**src/adcsc_pkg.sv**
```systemverilog
package adcsc_pkg;
  // ==========================================================
  // register map (byte addresses, word aligned)
  localparam logic [3:0] ADCSC_ADDR_CONTROL = 4'h0;
  localparam logic [3:0] ADCSC_ADDR_SETUP = 4'h4;
  localparam logic [3:0] ADCSC_ADDR_STATUS = 4'h8;
  localparam logic [3:0] ADCSC_ADDR_RESULT = 4'hC;
  localparam int ADCSC_ADDR_W = 4;
  // ==========================================================
  // control register fields
  localparam int ADCSC_BIT_JUSTIFY = 7;
  localparam int ADCSC_BIT_SIGNED = 6;
  localparam int ADCSC_BIT_CONTINUOUS = 5;
  localparam int ADCSC_BIT_MULTI = 4;
  localparam int ADCSC_CODE_LSB = 0;
  localparam int ADCSC_CODE_W = 4;
  localparam logic [7:0] ADCSC_CONTROL_RESET = 8'h00;
  // ==========================================================
  // setup register fields
  localparam int ADCSC_BIT_TRIG_EN = 4;
  localparam int ADCSC_LEN_LSB = 0;
  localparam int ADCSC_LEN_W = 4;
  localparam logic [7:0] ADCSC_SETUP_RESET = 8'h00;
  // length code zero means a full sequence of sixteen
  localparam logic [4:0] ADCSC_LEN_FULL = 5'h10;
  // ==========================================================
  // status register fields
  localparam int ADCSC_BIT_BUSY = 0;
  localparam int ADCSC_BIT_ARMED = 1;
  localparam int ADCSC_BIT_DONE = 2;
  localparam int ADCSC_STAT_CHAN_LSB = 4;
  // ==========================================================
  // converter timing and widths
  localparam int ADCSC_RAW_W = 10;
  localparam int ADCSC_RES_W = 16;
  localparam logic [5:0] ADCSC_SAMPLE_CYCLES = 6'h04;
  localparam logic [5:0] ADCSC_CONVERT_CYCLES = 6'h0A;
  localparam logic [31:0] ADCSC_UNMAPPED_DATA = 32'h00000000;
  typedef enum logic [1:0] {
    ADCSC_IDLE, ADCSC_SAMPLE, ADCSC_CONVERT
  } adcsc_state_t;
endpackage

```
**src/adcsc_top.sv**
```systemverilog
// Summary of operation
// - control write aborts the sequence and restarts it outside trigger mode
// - trigger mode needs one arming write first
// - conversion start equals sampling phase start
// - bit 7 selects result justification
// - bit 6 selects unsigned or two's complement
// - no signed form when right justified
// - bit 5 selects single or continuous sequences
// - trigger mode ignores the continuous bit
// - single channel mode samples the coded channel
// - multi channel increments code, wraps to zero
module adcsc_top
  import adcsc_pkg::*;
(
  input wire logic clk,
  input wire logic reset,
  input wire logic [ADCSC_ADDR_W-1:0] avs_address,
  input wire logic avs_read,
  input wire logic avs_write,
  input wire logic [31:0] avs_writedata,
  output logic [31:0] avs_readdata,
  output logic avs_waitrequest,
  input wire logic external_trigger,
  input wire logic [ADCSC_RAW_W-1:0] adc_data,
  output logic sample_enable,
  output logic [ADCSC_CODE_W-1:0] channel_select,
  output logic sequence_start,
  output logic result_valid,
  output logic [ADCSC_CODE_W-1:0] result_channel,
  output logic [ADCSC_RES_W-1:0] result_data
);
  logic [7:0] conversion_sequence_control;
  logic [7:0] setup;
  logic bus_ack;
  logic control_write;
  logic setup_write;
  logic trigger_sync;
  logic trigger_last;
  logic trigger_event;
  logic armed;
  logic done;
  adcsc_state_t state;
  logic [5:0] phase_count;
  logic [4:0] conv_left;
  logic [4:0] next_conv_left;
  logic [ADCSC_CODE_W-1:0] chan;
  logic [ADCSC_RES_W-1:0] formatted;
  logic external_trigger_enable;
  logic result_justify_select;
  logic signed_result_select;
  logic continuous_select;
  logic multi_channel_select;
  logic start_now;
  logic busy;

  // ==========================================================
  // helpers
  // code zero selects the longest sequence
  function automatic logic [4:0] seq_len(input logic [7:0] s);
    logic [3:0] code;
    code = s[ADCSC_LEN_LSB +: ADCSC_LEN_W];
    seq_len = (code == 4'h0) ? ADCSC_LEN_FULL : {1'b0, code};
  endfunction

  function automatic logic [ADCSC_CODE_W-1:0] chan_code(
    input logic [7:0] c);
    chan_code = c[ADCSC_CODE_LSB +: ADCSC_CODE_W];
  endfunction

  // ==========================================================
  // field decode
  assign result_justify_select =
    conversion_sequence_control[ADCSC_BIT_JUSTIFY];
  assign signed_result_select =
    conversion_sequence_control[ADCSC_BIT_SIGNED];
  assign continuous_select =
    conversion_sequence_control[ADCSC_BIT_CONTINUOUS];
  assign multi_channel_select =
    conversion_sequence_control[ADCSC_BIT_MULTI];
  assign external_trigger_enable = setup[ADCSC_BIT_TRIG_EN];
  // busy spans both phases so software sees no gap
  assign busy = (state != ADCSC_IDLE);

  // ==========================================================
  // avalon slave: one wait cycle for every access
  assign avs_waitrequest = (avs_read | avs_write) & ~bus_ack;
  assign control_write = avs_write & bus_ack
    & (avs_address == ADCSC_ADDR_CONTROL);
  assign setup_write = avs_write & bus_ack
    & (avs_address == ADCSC_ADDR_SETUP);

  // ack toggles so back to back requests each get one wait
  always_ff @(posedge clk) begin
    if (reset) begin
      bus_ack <= 1'b0;
    end else begin
      bus_ack <= (avs_read | avs_write) & ~bus_ack;
    end
  end

  // captured in the wait cycle so it stands when ack shows
  always_ff @(posedge clk) begin
    if (reset) begin
      avs_readdata <= ADCSC_UNMAPPED_DATA;
    end else if (avs_read & ~bus_ack) begin
      unique case (avs_address)
        ADCSC_ADDR_CONTROL: begin
          avs_readdata <= {24'h000000, conversion_sequence_control};
        end
        ADCSC_ADDR_SETUP: begin
          avs_readdata <= {24'h000000, setup};
        end
        ADCSC_ADDR_STATUS: begin
          avs_readdata <= {24'h000000, chan, 1'b0, done, armed, busy};
        end
        ADCSC_ADDR_RESULT: begin
          avs_readdata <= {16'h0000, result_data};
        end
        default: begin
          avs_readdata <= ADCSC_UNMAPPED_DATA;
        end
      endcase
    end
  end

  // writable at any time: a write must always abort
  always_ff @(posedge clk) begin
    if (reset) begin
      conversion_sequence_control <= ADCSC_CONTROL_RESET;
    end else if (control_write) begin
      conversion_sequence_control <= avs_writedata[7:0];
    end
  end

  always_ff @(posedge clk) begin
    if (reset) begin
      setup <= ADCSC_SETUP_RESET;
    end else if (setup_write) begin
      setup <= avs_writedata[7:0];
    end
  end

  // ==========================================================
  // trigger input
  // pin is asynchronous: two flops before the edge detect
  adcsc_sync u_trig_sync (
    .clk(clk),
    .reset(reset),
    .async_in(external_trigger),
    .sync_out(trigger_sync)
  );

  always_ff @(posedge clk) begin
    if (reset) begin
      trigger_last <= 1'b0;
    end else begin
      trigger_last <= trigger_sync;
    end
  end

  // rising edge only: a pin held high starts one sequence
  assign trigger_event = trigger_sync & ~trigger_last;

  // armed by a control write; cleared when trigger mode is left
  always_ff @(posedge clk) begin
    if (reset) begin
      armed <= 1'b0;
    end else if (control_write) begin
      armed <= 1'b1;
    end else if (~external_trigger_enable) begin
      armed <= 1'b0;
    end
  end

  // ==========================================================
  // sequence launch
  // a write always wins; in trigger mode it only arms
  // a trigger with no arming write is ignored
  assign start_now = control_write ? ~external_trigger_enable
    : (external_trigger_enable & armed & trigger_event);

  // ==========================================================
  // sequence engine
  // sampling counts down first, then conversion reloads
  assign next_conv_left = conv_left - 5'h01;

  always_ff @(posedge clk) begin
    if (reset) begin
      state <= ADCSC_IDLE;
      phase_count <= 6'h00;
      conv_left <= 5'h00;
      chan <= '0;
      done <= 1'b0;
    end else if (control_write & external_trigger_enable) begin
      // abort the running sequence, wait for a trigger
      state <= ADCSC_IDLE;
      done <= 1'b0;
    end else if (start_now & ~control_write & state != ADCSC_IDLE
        & external_trigger_enable) begin
      // trigger during a sequence restarts it
      state <= ADCSC_SAMPLE;
      phase_count <= ADCSC_SAMPLE_CYCLES;
      conv_left <= seq_len(setup);
      chan <= chan_code(conversion_sequence_control);
      done <= 1'b0;
    end else if (start_now) begin
      // written value is used directly for an untriggered start
      state <= ADCSC_SAMPLE;
      phase_count <= ADCSC_SAMPLE_CYCLES;
      conv_left <= seq_len(setup);
      chan <= control_write
        ? chan_code(avs_writedata[7:0])
        : chan_code(conversion_sequence_control);
      done <= 1'b0;
    end else begin
      unique case (state)
        ADCSC_IDLE: begin
          // counter held quiet between sequences
          phase_count <= 6'h00;
        end
        ADCSC_SAMPLE: begin
          if (phase_count == 6'h01) begin
            state <= ADCSC_CONVERT;
            phase_count <= ADCSC_CONVERT_CYCLES;
          end else begin
            phase_count <= phase_count - 6'h01;
          end
        end
        ADCSC_CONVERT: begin
          if (phase_count != 6'h01) begin
            phase_count <= phase_count - 6'h01;
          end else begin
            // multi mode steps the channel after each conversion
            if (multi_channel_select) begin
              chan <= chan + 4'h1;
            end
            phase_count <= ADCSC_SAMPLE_CYCLES;
            if (next_conv_left != 5'h00) begin
              state <= ADCSC_SAMPLE;
              conv_left <= next_conv_left;
            end else if (continuous_select
                & ~external_trigger_enable) begin
              // restart from the coded channel
              state <= ADCSC_SAMPLE;
              conv_left <= seq_len(setup);
              chan <= chan_code(conversion_sequence_control);
            end else begin
              state <= ADCSC_IDLE;
              done <= 1'b1;
            end
          end
        end
        default: begin
          // unused code: fall back to idle
          state <= ADCSC_IDLE;
        end
      endcase
    end
  end

  // ==========================================================
  // converter outputs
  // decoded from the state flop: no added latency
  assign sample_enable = (state == ADCSC_SAMPLE);
  assign channel_select = chan;

  // formatting is combinational; result_data is the flop
  adcsc_format u_format (
    .raw(adc_data),
    .justify_right(result_justify_select),
    .signed_sel(signed_result_select),
    .result(formatted)
  );

  // pulse lines up with the first sampling cycle
  always_ff @(posedge clk) begin
    if (reset) begin
      sequence_start <= 1'b0;
    end else begin
      sequence_start <= start_now;
    end
  end

  // an aborting write drops the result in flight
  always_ff @(posedge clk) begin
    if (reset) begin
      result_valid <= 1'b0;
      result_channel <= '0;
      result_data <= '0;
    end else begin
      result_valid <= 1'b0;
      if (state == ADCSC_CONVERT && phase_count == 6'h01
          && !control_write) begin
        result_valid <= 1'b1;
        result_channel <= chan;
        result_data <= formatted;
      end
    end
  end
endmodule

```
**src/adcsc_format.sv**
```systemverilog
module adcsc_format
  import adcsc_pkg::*;
(
  input wire logic [ADCSC_RAW_W-1:0] raw,
  input wire logic justify_right,
  input wire logic signed_sel,
  output logic [ADCSC_RES_W-1:0] result
);
  // ==========================================================
  // result placement
  always_comb begin
    if (justify_right) begin
      // signed form not offered here
      result = {6'h00, raw};
    end else if (signed_sel) begin
      // offset binary to two's complement: flip the msb
      result = {~raw[ADCSC_RAW_W-1], raw[ADCSC_RAW_W-2:0], 6'h00};
    end else begin
      result = {raw, 6'h00};
    end
  end
endmodule

```
**src/adcsc_sync.sv**
```systemverilog
module adcsc_sync (
  input wire logic clk,
  input wire logic reset,
  input wire logic async_in,
  output logic sync_out
);
  logic stage1;
  // ==========================================================
  // two flop synchroniser for pin inputs
  always_ff @(posedge clk) begin
    if (reset) begin
      stage1 <= 1'b0;
      sync_out <= 1'b0;
    end else begin
      stage1 <= async_in;
      sync_out <= stage1;
    end
  end
endmodule

```
**config.mk**
```make
export PLATFORM = sky130hd
export DESIGN_NAME = adcsc_top
export DESIGN_NICKNAME = d
export VERILOG_FILES = /design/src/adcsc_pkg.sv /design/src/adcsc_top.sv /design/src/adcsc_format.sv /design/src/adcsc_sync.sv
export SDC_FILE = /design/constraint.sdc
export NUM_CORES = 1
export LEC_CHECK = 0
export BUFFER_PORTS_ARGS = -buffer_cell sky130_fd_sc_hd__buf_2
export CAP_MARGIN = 0
export CORE_MARGIN = 2
export CORE_UTILIZATION = 56
export DETAILED_ROUTE_END_ITERATION = 6
export PLACE_DENSITY_LB_ADDON = 0.2
export SYNTH_ARGS = -nofsm -noshare
export SYNTH_HDL_FRONTEND = slang
export SYNTH_SLANG_ARGS = --single-unit
```
**constraint.sdc**
```tcl
create_clock -name clk -period 3.7 [get_ports clk]
set_input_delay 0.37 -clock clk [delete_from_list [all_inputs] [get_ports clk]]
set_output_delay 0.37 -clock clk [all_outputs]
set_load 0.01 [all_outputs]
```
==> out/results.tsv, run 1 <==
metric	value	unit
run status	finished clean	
average vias per placed instance	5.734	
final-report max-slew violation count	0	
Final Hold Fails	0	
CTS tree	built	
aggregate negative setup slack	0	ns
total standard cell area after synthesis	0.003829	mm²
drt initial violations	251	
Reg2Reg Depth	7	
fraction of registers with async set/reset	0	
average wire length per cell after detail routing	15.44	µm
number of warnings reported in the yosys synthesis log	0	
count of standard-cell rows	30	
Hold Buf Count CTS	0	
worst clock skew	0.01432	ns
leading cell types in the layout, fill and taps excluded	77 x dfxtp_1, 70 x buf_2, 55 x nand2_1, 48 x nor2_1, 40 x a21oi_1	
count of vias placed by the detailed router	3389	
maximum ir drop on the vdd rail	0.3197	mV
root cell of the clock tree	clkbuf_8	
post-layout net count	565	
most common cell after layout, fill and taps aside	dfxtp_1	
Register-to-Register Setup Slack	1.14	ns
wire length of the first global-routing pass	14560	µm
Tot GR Track Use	0.2444	
Core ar.	0.006719	mm²
buffer levels on the longest clock path	2	
capture point of the worst path	result_data[9]	
Worst EP arrival	2.84	ns
Final Wtd Congestion	0.8423	
initial antenna violation count	0	
area growth from synthesis to layout	11.93	%
clock edge transition at the registers on the reported setup and hold paths	0.10	ns
power density normalized to cell area	360.0	mW/mm²
ys flop type	dfxtp_1	
count of inserted antenna diode cells	0	
Tightest Hold Check Type	in -> reg	
half-perimeter wire length after placement	6427	µm
largest area contributor in the netlist	dfxtp_1	
number of enable-type register cells in the synthesized netlist	0	
launch point of the worst hold path	external_trigger	
antenna-violating nets left	0	
RSZ-0062 raised after global routing	no	
area of the die	0.007514	mm²
largest net degree at the start of global routing	48	
source of the critical timing path	phase_count[1]	
actual slew at the worst max-slew pin	0.9230	ns
WS Path Type	reg -> reg	
number of library cell types mapped by synthesis	60	
number of global-route vias before repair	2993	
remaining routing DRC violations	0	
post-synth top area share	0.4026	
sum of routed wire length over all layers	9124	µm
vertical die dimension	86.69	µm
PortBufs	70	
count of final setup violators	0	
achievable clock frequency	390.6	MHz
number of CTS-inserted buffers	9	
MaxCap Viol Count	0	
Slew Limit Headroom	0.3834	
Post-DP Area	0.004104	mm²
I/O pin count	111	
overflow left after global routing	0	
initial cell density of the core	0.5698	
first-pass iteration count of the detailed router	4	
Static Leakage	0.001684	µW
Max FO, Critical Path	23	
synthesis-stage register bit count	77	
top cells by area, synth	dfxtp_1 40%, mux2i_1 8.1%, nand2_1 5.4%	
category of the worst setup path launch point	register	
origin of the critical flop-to-flop path	phase_count[1]	
synthesized area divided by synthesized cell count	8.508	µm²
CTS H-Tree Depth	3	
final std cell area, no fill	0.004285	mm²
number of clock sinks	77	
share of cells above drive strength 1	0.2016	
portion of the post-synthesis area used by sequential elements	0.4026	
post-route worst hold slack	0.2245	ns
Chip Width	86.69	µm
fraction of the cycle the final worst path needs	0.6920	
number of cells produced by synthesis	450	
clock latency of the later-clocked register in the worst-skew pair	0.36	ns
Final min period	2.560	ns
Power Total	1543	µW
number of setup buffers added after CTS	0	
worst endpoint required time	3.98	ns
post-cts repair resize count	0	
Worst setup EP type	register	
Reg2Reg Capture Point	result_data[9]	
## power breakdown
group	internal [µW]	switching, µW	total (µW)
Sequential	837	6.37	844
Combinational	34.5	65.3	99.8
Clock	254	346	599
## layout make-up
type | instances | area (µm²)
clock buffers | 9 | 123.9
clock inverters | 7 | 57.56
fillers | 602 | 2434
inverters | 9 | 33.78
multi-input cells | 338 | 2071
flip-flops and latches | 77 | 1541
well taps | 80 | 100.1
repair buffers | 71 | 357.8
## per-layer routing
layer	vias up	global-route usage	wire (µm)
met5	-	0	0
met2	115	0.3755	4132
met1	1597	0.3545	4438
met4	0	0.07386	91
li1	1667	-	-
met3	10	0.03810	461
## kinds of logic (layout without fill, tap and decap cells)
kind of cell,Yosys count,after routing,synth area share
other,1,16,0.0009795
muxes,32,32,0.08399
AOI/OAI and AO/OA,106,106,0.1840
DFF,77,77,0.4026
adders and majority gates,8,8,0.02614
and+or+nand+nor,168,168,0.2128
buffers and inverters,50,96,0.07124
xor gates and xnor gates,8,8,0.01830
## worst max-delay path, cell delays in order (launching register included)
cell	delay, ns
dfxtp_1	0.32
inv_1	0.09
ha_1	0.15
or4b_1	0.50
or2_2	0.37
nor3_4	0.69
nor2_1	0.14
a211oi_2	0.23
## sequential cells by signal, summed over array words and instances (netlist names)
| signal | cells |
|---|---|
| trigger_last | 1 |
| result_channel | 4 |
| conv_left | 5 |
| state | 2 |
| u_trig_sync.sync_out | 1 |
| u_trig_sync.stage1 | 1 |
| sequence_start | 1 |
| result_valid | 1 |
| setup | 8 |
| conversion_sequence_control | 8 |
| done | 1 |
| bus_ack | 1 |
| result_data | 16 |
| phase_count | 6 |
| channel_select | 4 |
| avs_readdata | 16 |
| armed | 1 |
## metrics by stage
step                        util  worst slack (ns)  std cells
after floorplan                -             1.671        465
after global placement    0.6108             1.130        575
after detailed placement  0.6108             1.075        575
after CTS                 0.6378             1.145        591
after global routing      0.6378            0.9743        591
final                     0.6378             1.140        591
## worst min path at each step
stage                                 endpoint  slack [ns]  cells past startpoint
after floorplan           u_trig_sync.sync_out        0.41                      1
after global placement    u_trig_sync.sync_out        0.42                      1
after detailed placement  u_trig_sync.sync_out        0.43                      1
after CTS                   u_trig_sync.stage1        0.22                      2
after global routing        u_trig_sync.stage1        0.23                      2
final                       u_trig_sync.stage1        0.22                      2
## synth_stat cells (2+ instances only)
cell      count
ha_1          8
buf_2         2
and3_1        3
nand2b_1      3
nand3b_1      6
nand2_1      55
dfxtp_1      77
or3_1         4
xor2_1        5
nor2_1       48
xnor2_1       3
nand4b_1      2
a21oi_1      40
o21ai_0      17
inv_1         9
o221ai_1      7
a31oi_1       7
nor3_1       13
buf_4        18
clkbuf_1     18
a211oi_1      7
buf_6         2
nand3_1      13
mux2i_1      31
a22oi_1      10
nor2b_1       5
or2_2         3
o22ai_1       2
Power figures use the tool's default switching activity.
==> inputs of run 2 (changes only) <==
Settings changed: CORE_UTILIZATION 56 to 52.
Clock period 3.7 ns to 2.66 ns, I/O delays scaled along.
==> run 2 against run 1 <==
Design area is 2.7% higher. Cell count increased by 4.7%. Largest cell class unchanged. Worst setup slack lost 0.90 ns. Sequential power increased by 39%. Die area is 7.3% higher. Largest power group unchanged. Global-route usage decreased by 1.3 points. Critical endpoint is now channel_select[1]. Worst hold slack worse by 0.11 ns. Register-to-register slack worse by 0.90 ns. Non-clock buffer count grew 9.
==> out/results.tsv, run 2 (same netlist as run 1, synthesis figures left out) <==
metric	value	unit	change
most common cell after layout, fill and taps aside	dfxtp_1		unchanged
fraction of the cycle the final worst path needs	0.9106		was 0.6920
final-layout fill cell count	644		was 602
remaining routing DRC violations	0		unchanged
clock edge transition at the registers on the reported setup and hold paths	0.09	ns	was 0.10 ns
number of clock sinks	77		unchanged
count of standard-cell rows	31		was 30
root cell of the clock tree	clkbuf_8		unchanged
met3 Use GR	0.04610		was 0.03810
initial antenna violation count	0		unchanged
wire length of the first global-routing pass	15210	µm	was 14560 µm
WS Path Type	reg -> reg		unchanged
global-route track usage on met1	0.3188		was 0.3545
average vias per placed instance	5.506		was 5.734
post-placement setup slack	0.3322	ns	was 1.075 ns
number of setup buffers added after CTS	0		unchanged
worst endpoint required time	2.96	ns	was 3.98 ns
Core Util, Final	0.6133		was 0.6378
overflow left after global routing	0		unchanged
count of final setup violators	0		unchanged
clock latency of the later-clocked register in the worst-skew pair	0.36	ns	about the same
post-route worst hold slack	0.1131	ns	was 0.2245 ns
antenna-violating nets left	0		unchanged
worst clock skew	0.009992	ns	was 0.01432 ns
sum of routed wire length over all layers	9154	µm	was 9124 µm
Max FO, Critical Path	7		was 23
Worst setup EP type	register		unchanged
I/O pin count	111		unchanged
Slew Limit Headroom	0.5849		was 0.3834
share of cells above drive strength 1	0.2154		was 0.2016
slowest stage cell on the critical path	a21oi_1		was nor3_4
post-layout net count	574		was 565
global routing usage on met2	0.3567		was 0.3755
maximum ir drop on the vdd rail	0.3536	mV	was 0.3197 mV
run status	finished clean		unchanged
Chip Width	89.81	µm	was 86.69 µm
global-route layer with the greatest usage	met2		unchanged
Final Wtd Congestion	0.8379		was 0.8423
registers with the most flip-flops	avs_readdata (16), result_data (16)		unchanged
Tot GR Track Use	0.2316		was 0.2444
category of the worst setup path launch point	register		unchanged
worst setup slack after layout	0.2377	ns	was 1.140 ns
Worst EP arrival	2.72	ns	was 2.84 ns
initial cell density of the core	0.5336		was 0.5698
largest stage delay on the critical path	0.49	ns	was 0.69 ns
leading cell types in the layout, fill and taps excluded	77 x dfxtp_1, 70 x buf_2, 55 x nand2_1, 48 x nor2_1, 40 x a21oi_1		unchanged
number of CTS-inserted buffers	9		unchanged
CTS tree	built		unchanged
vertical die dimension	89.81	µm	was 86.69 µm
area growth from synthesis to layout	14.93	%	was 11.93%
buffer levels on the longest clock path	2		unchanged
Tightest Hold Check Type	in -> reg		unchanged
first-pass iteration count of the detailed router	4		unchanged
MaxCap Viol Count	0		unchanged
CTS H-Tree Depth	3		unchanged
Final Hold Fails	0		unchanged
count of vias placed by the detailed router	3408		was 3389
Hold Buf Count CTS	0		unchanged
power density normalized to cell area	495.5	mW/mm²	was 360.0 mW/mm²
average wire length per cell after detail routing	14.79	µm	was 15.44 µm
cells along the critical path	inv_1 -> ha_1 -> nor4b_1 -> nand3_1 -> a21oi_1 -> mux2i_1 -> or3_1 -> a31oi_1		was inv_1 -> ha_1 -> or4b_1 -> or2_2 -> nor3_4 -> nor2_1 -> a211oi_2
area of the die	0.008065	mm²	was 0.007514 mm²
aggregate negative setup slack	0	ns	unchanged
half-perimeter wire length after placement	6628	µm	was 6427 µm
achievable clock frequency	412.8	MHz	was 390.6 MHz
final-report max-slew violation count	0		unchanged
post-cts repair resize count	0		unchanged
largest net degree at the start of global routing	56		was 48
Static Leakage	0.001738	µW	was 0.001684 µW
Core ar.	0.007176	mm²	was 0.006719 mm²
actual slew at the worst max-slew pin	0.6220	ns	was 0.9230 ns
Final min period	2.422	ns	was 2.560 ns
PortBufs	70		unchanged
count of inserted antenna diode cells	0		unchanged
RSZ-0062 raised after global routing	no		unchanged
drt initial violations	253		was 251
number of global-route vias before repair	3038		was 2993
==> run 2: metrics by stage <==
| stage | cell area [µm²] | total power (µW) | cells |
|---|---|---|---|
| after floorplan | 3885 | 1305 | 465 |
| after global placement | 4208 | 1342 | 603 |
| after detailed placement | 4208 | 1344 | 603 |
| after CTS | 4400 | 2194 | 619 |
| after global routing | 4400 | 2256 | 619 |
| final | 4400 | 2181 | 619 |
==> run 2: worst max-delay path: cells and delay by family, from the launching register on <==
family / cells / cell delay (ns)
compound gates: 2 / 0.62
fa+ha+maj: 1 / 0.24
buf+inv: 1 / 0.07
flops: 1 / 0.45
mux: 1 / 0.15
simple gates: 3 / 0.81
==> run 2: final cells by class <==
| class | instances | area, µm² | share of cell area |
|---|---|---|---|
| clock buffers | 9 | 123.9 | 0.02815 |
| clock inverters | 7 | 68.82 | 0.01564 |
| inverters | 9 | 33.78 | 0.007677 |
| multi-input cells | 338 | 2071 | 0.4706 |
| flip-flops and latches | 77 | 1541 | 0.3503 |
| well taps | 99 | 123.9 | 0.02815 |
| repair buffers | 80 | 437.9 | 0.09952 |
==> run 2: final timing paths <==
kind | from | end | slack [ns] | depth (start not counted)
setup / recovery | conv_left[0] | channel_select[1] | 0.24 | 8
hold / removal | external_trigger | u_trig_sync.stage1 | 0.11 | 2
setup reg to reg | conv_left[0] | channel_select[1] | 0.24 | 8
hold reg to reg | u_trig_sync.stage1 | u_trig_sync.sync_out | 0.44 | 1
==> run 2: report_power, final <==
part / internal [µW] / switching [µW]
Combinational: 52.6 / 91.2
Clock: 361 / 502
Sequential: 1160 / 9.37
==> run 2: routing by layer <==
metal	routed length (µm)	vias to the layer above	share of wire
met3	486	15	0.053
met5	0	-	0
met4	181	0	0.020
met2	4265	101	0.47
met1	4220	1600	0.46
li1	-	1692	-
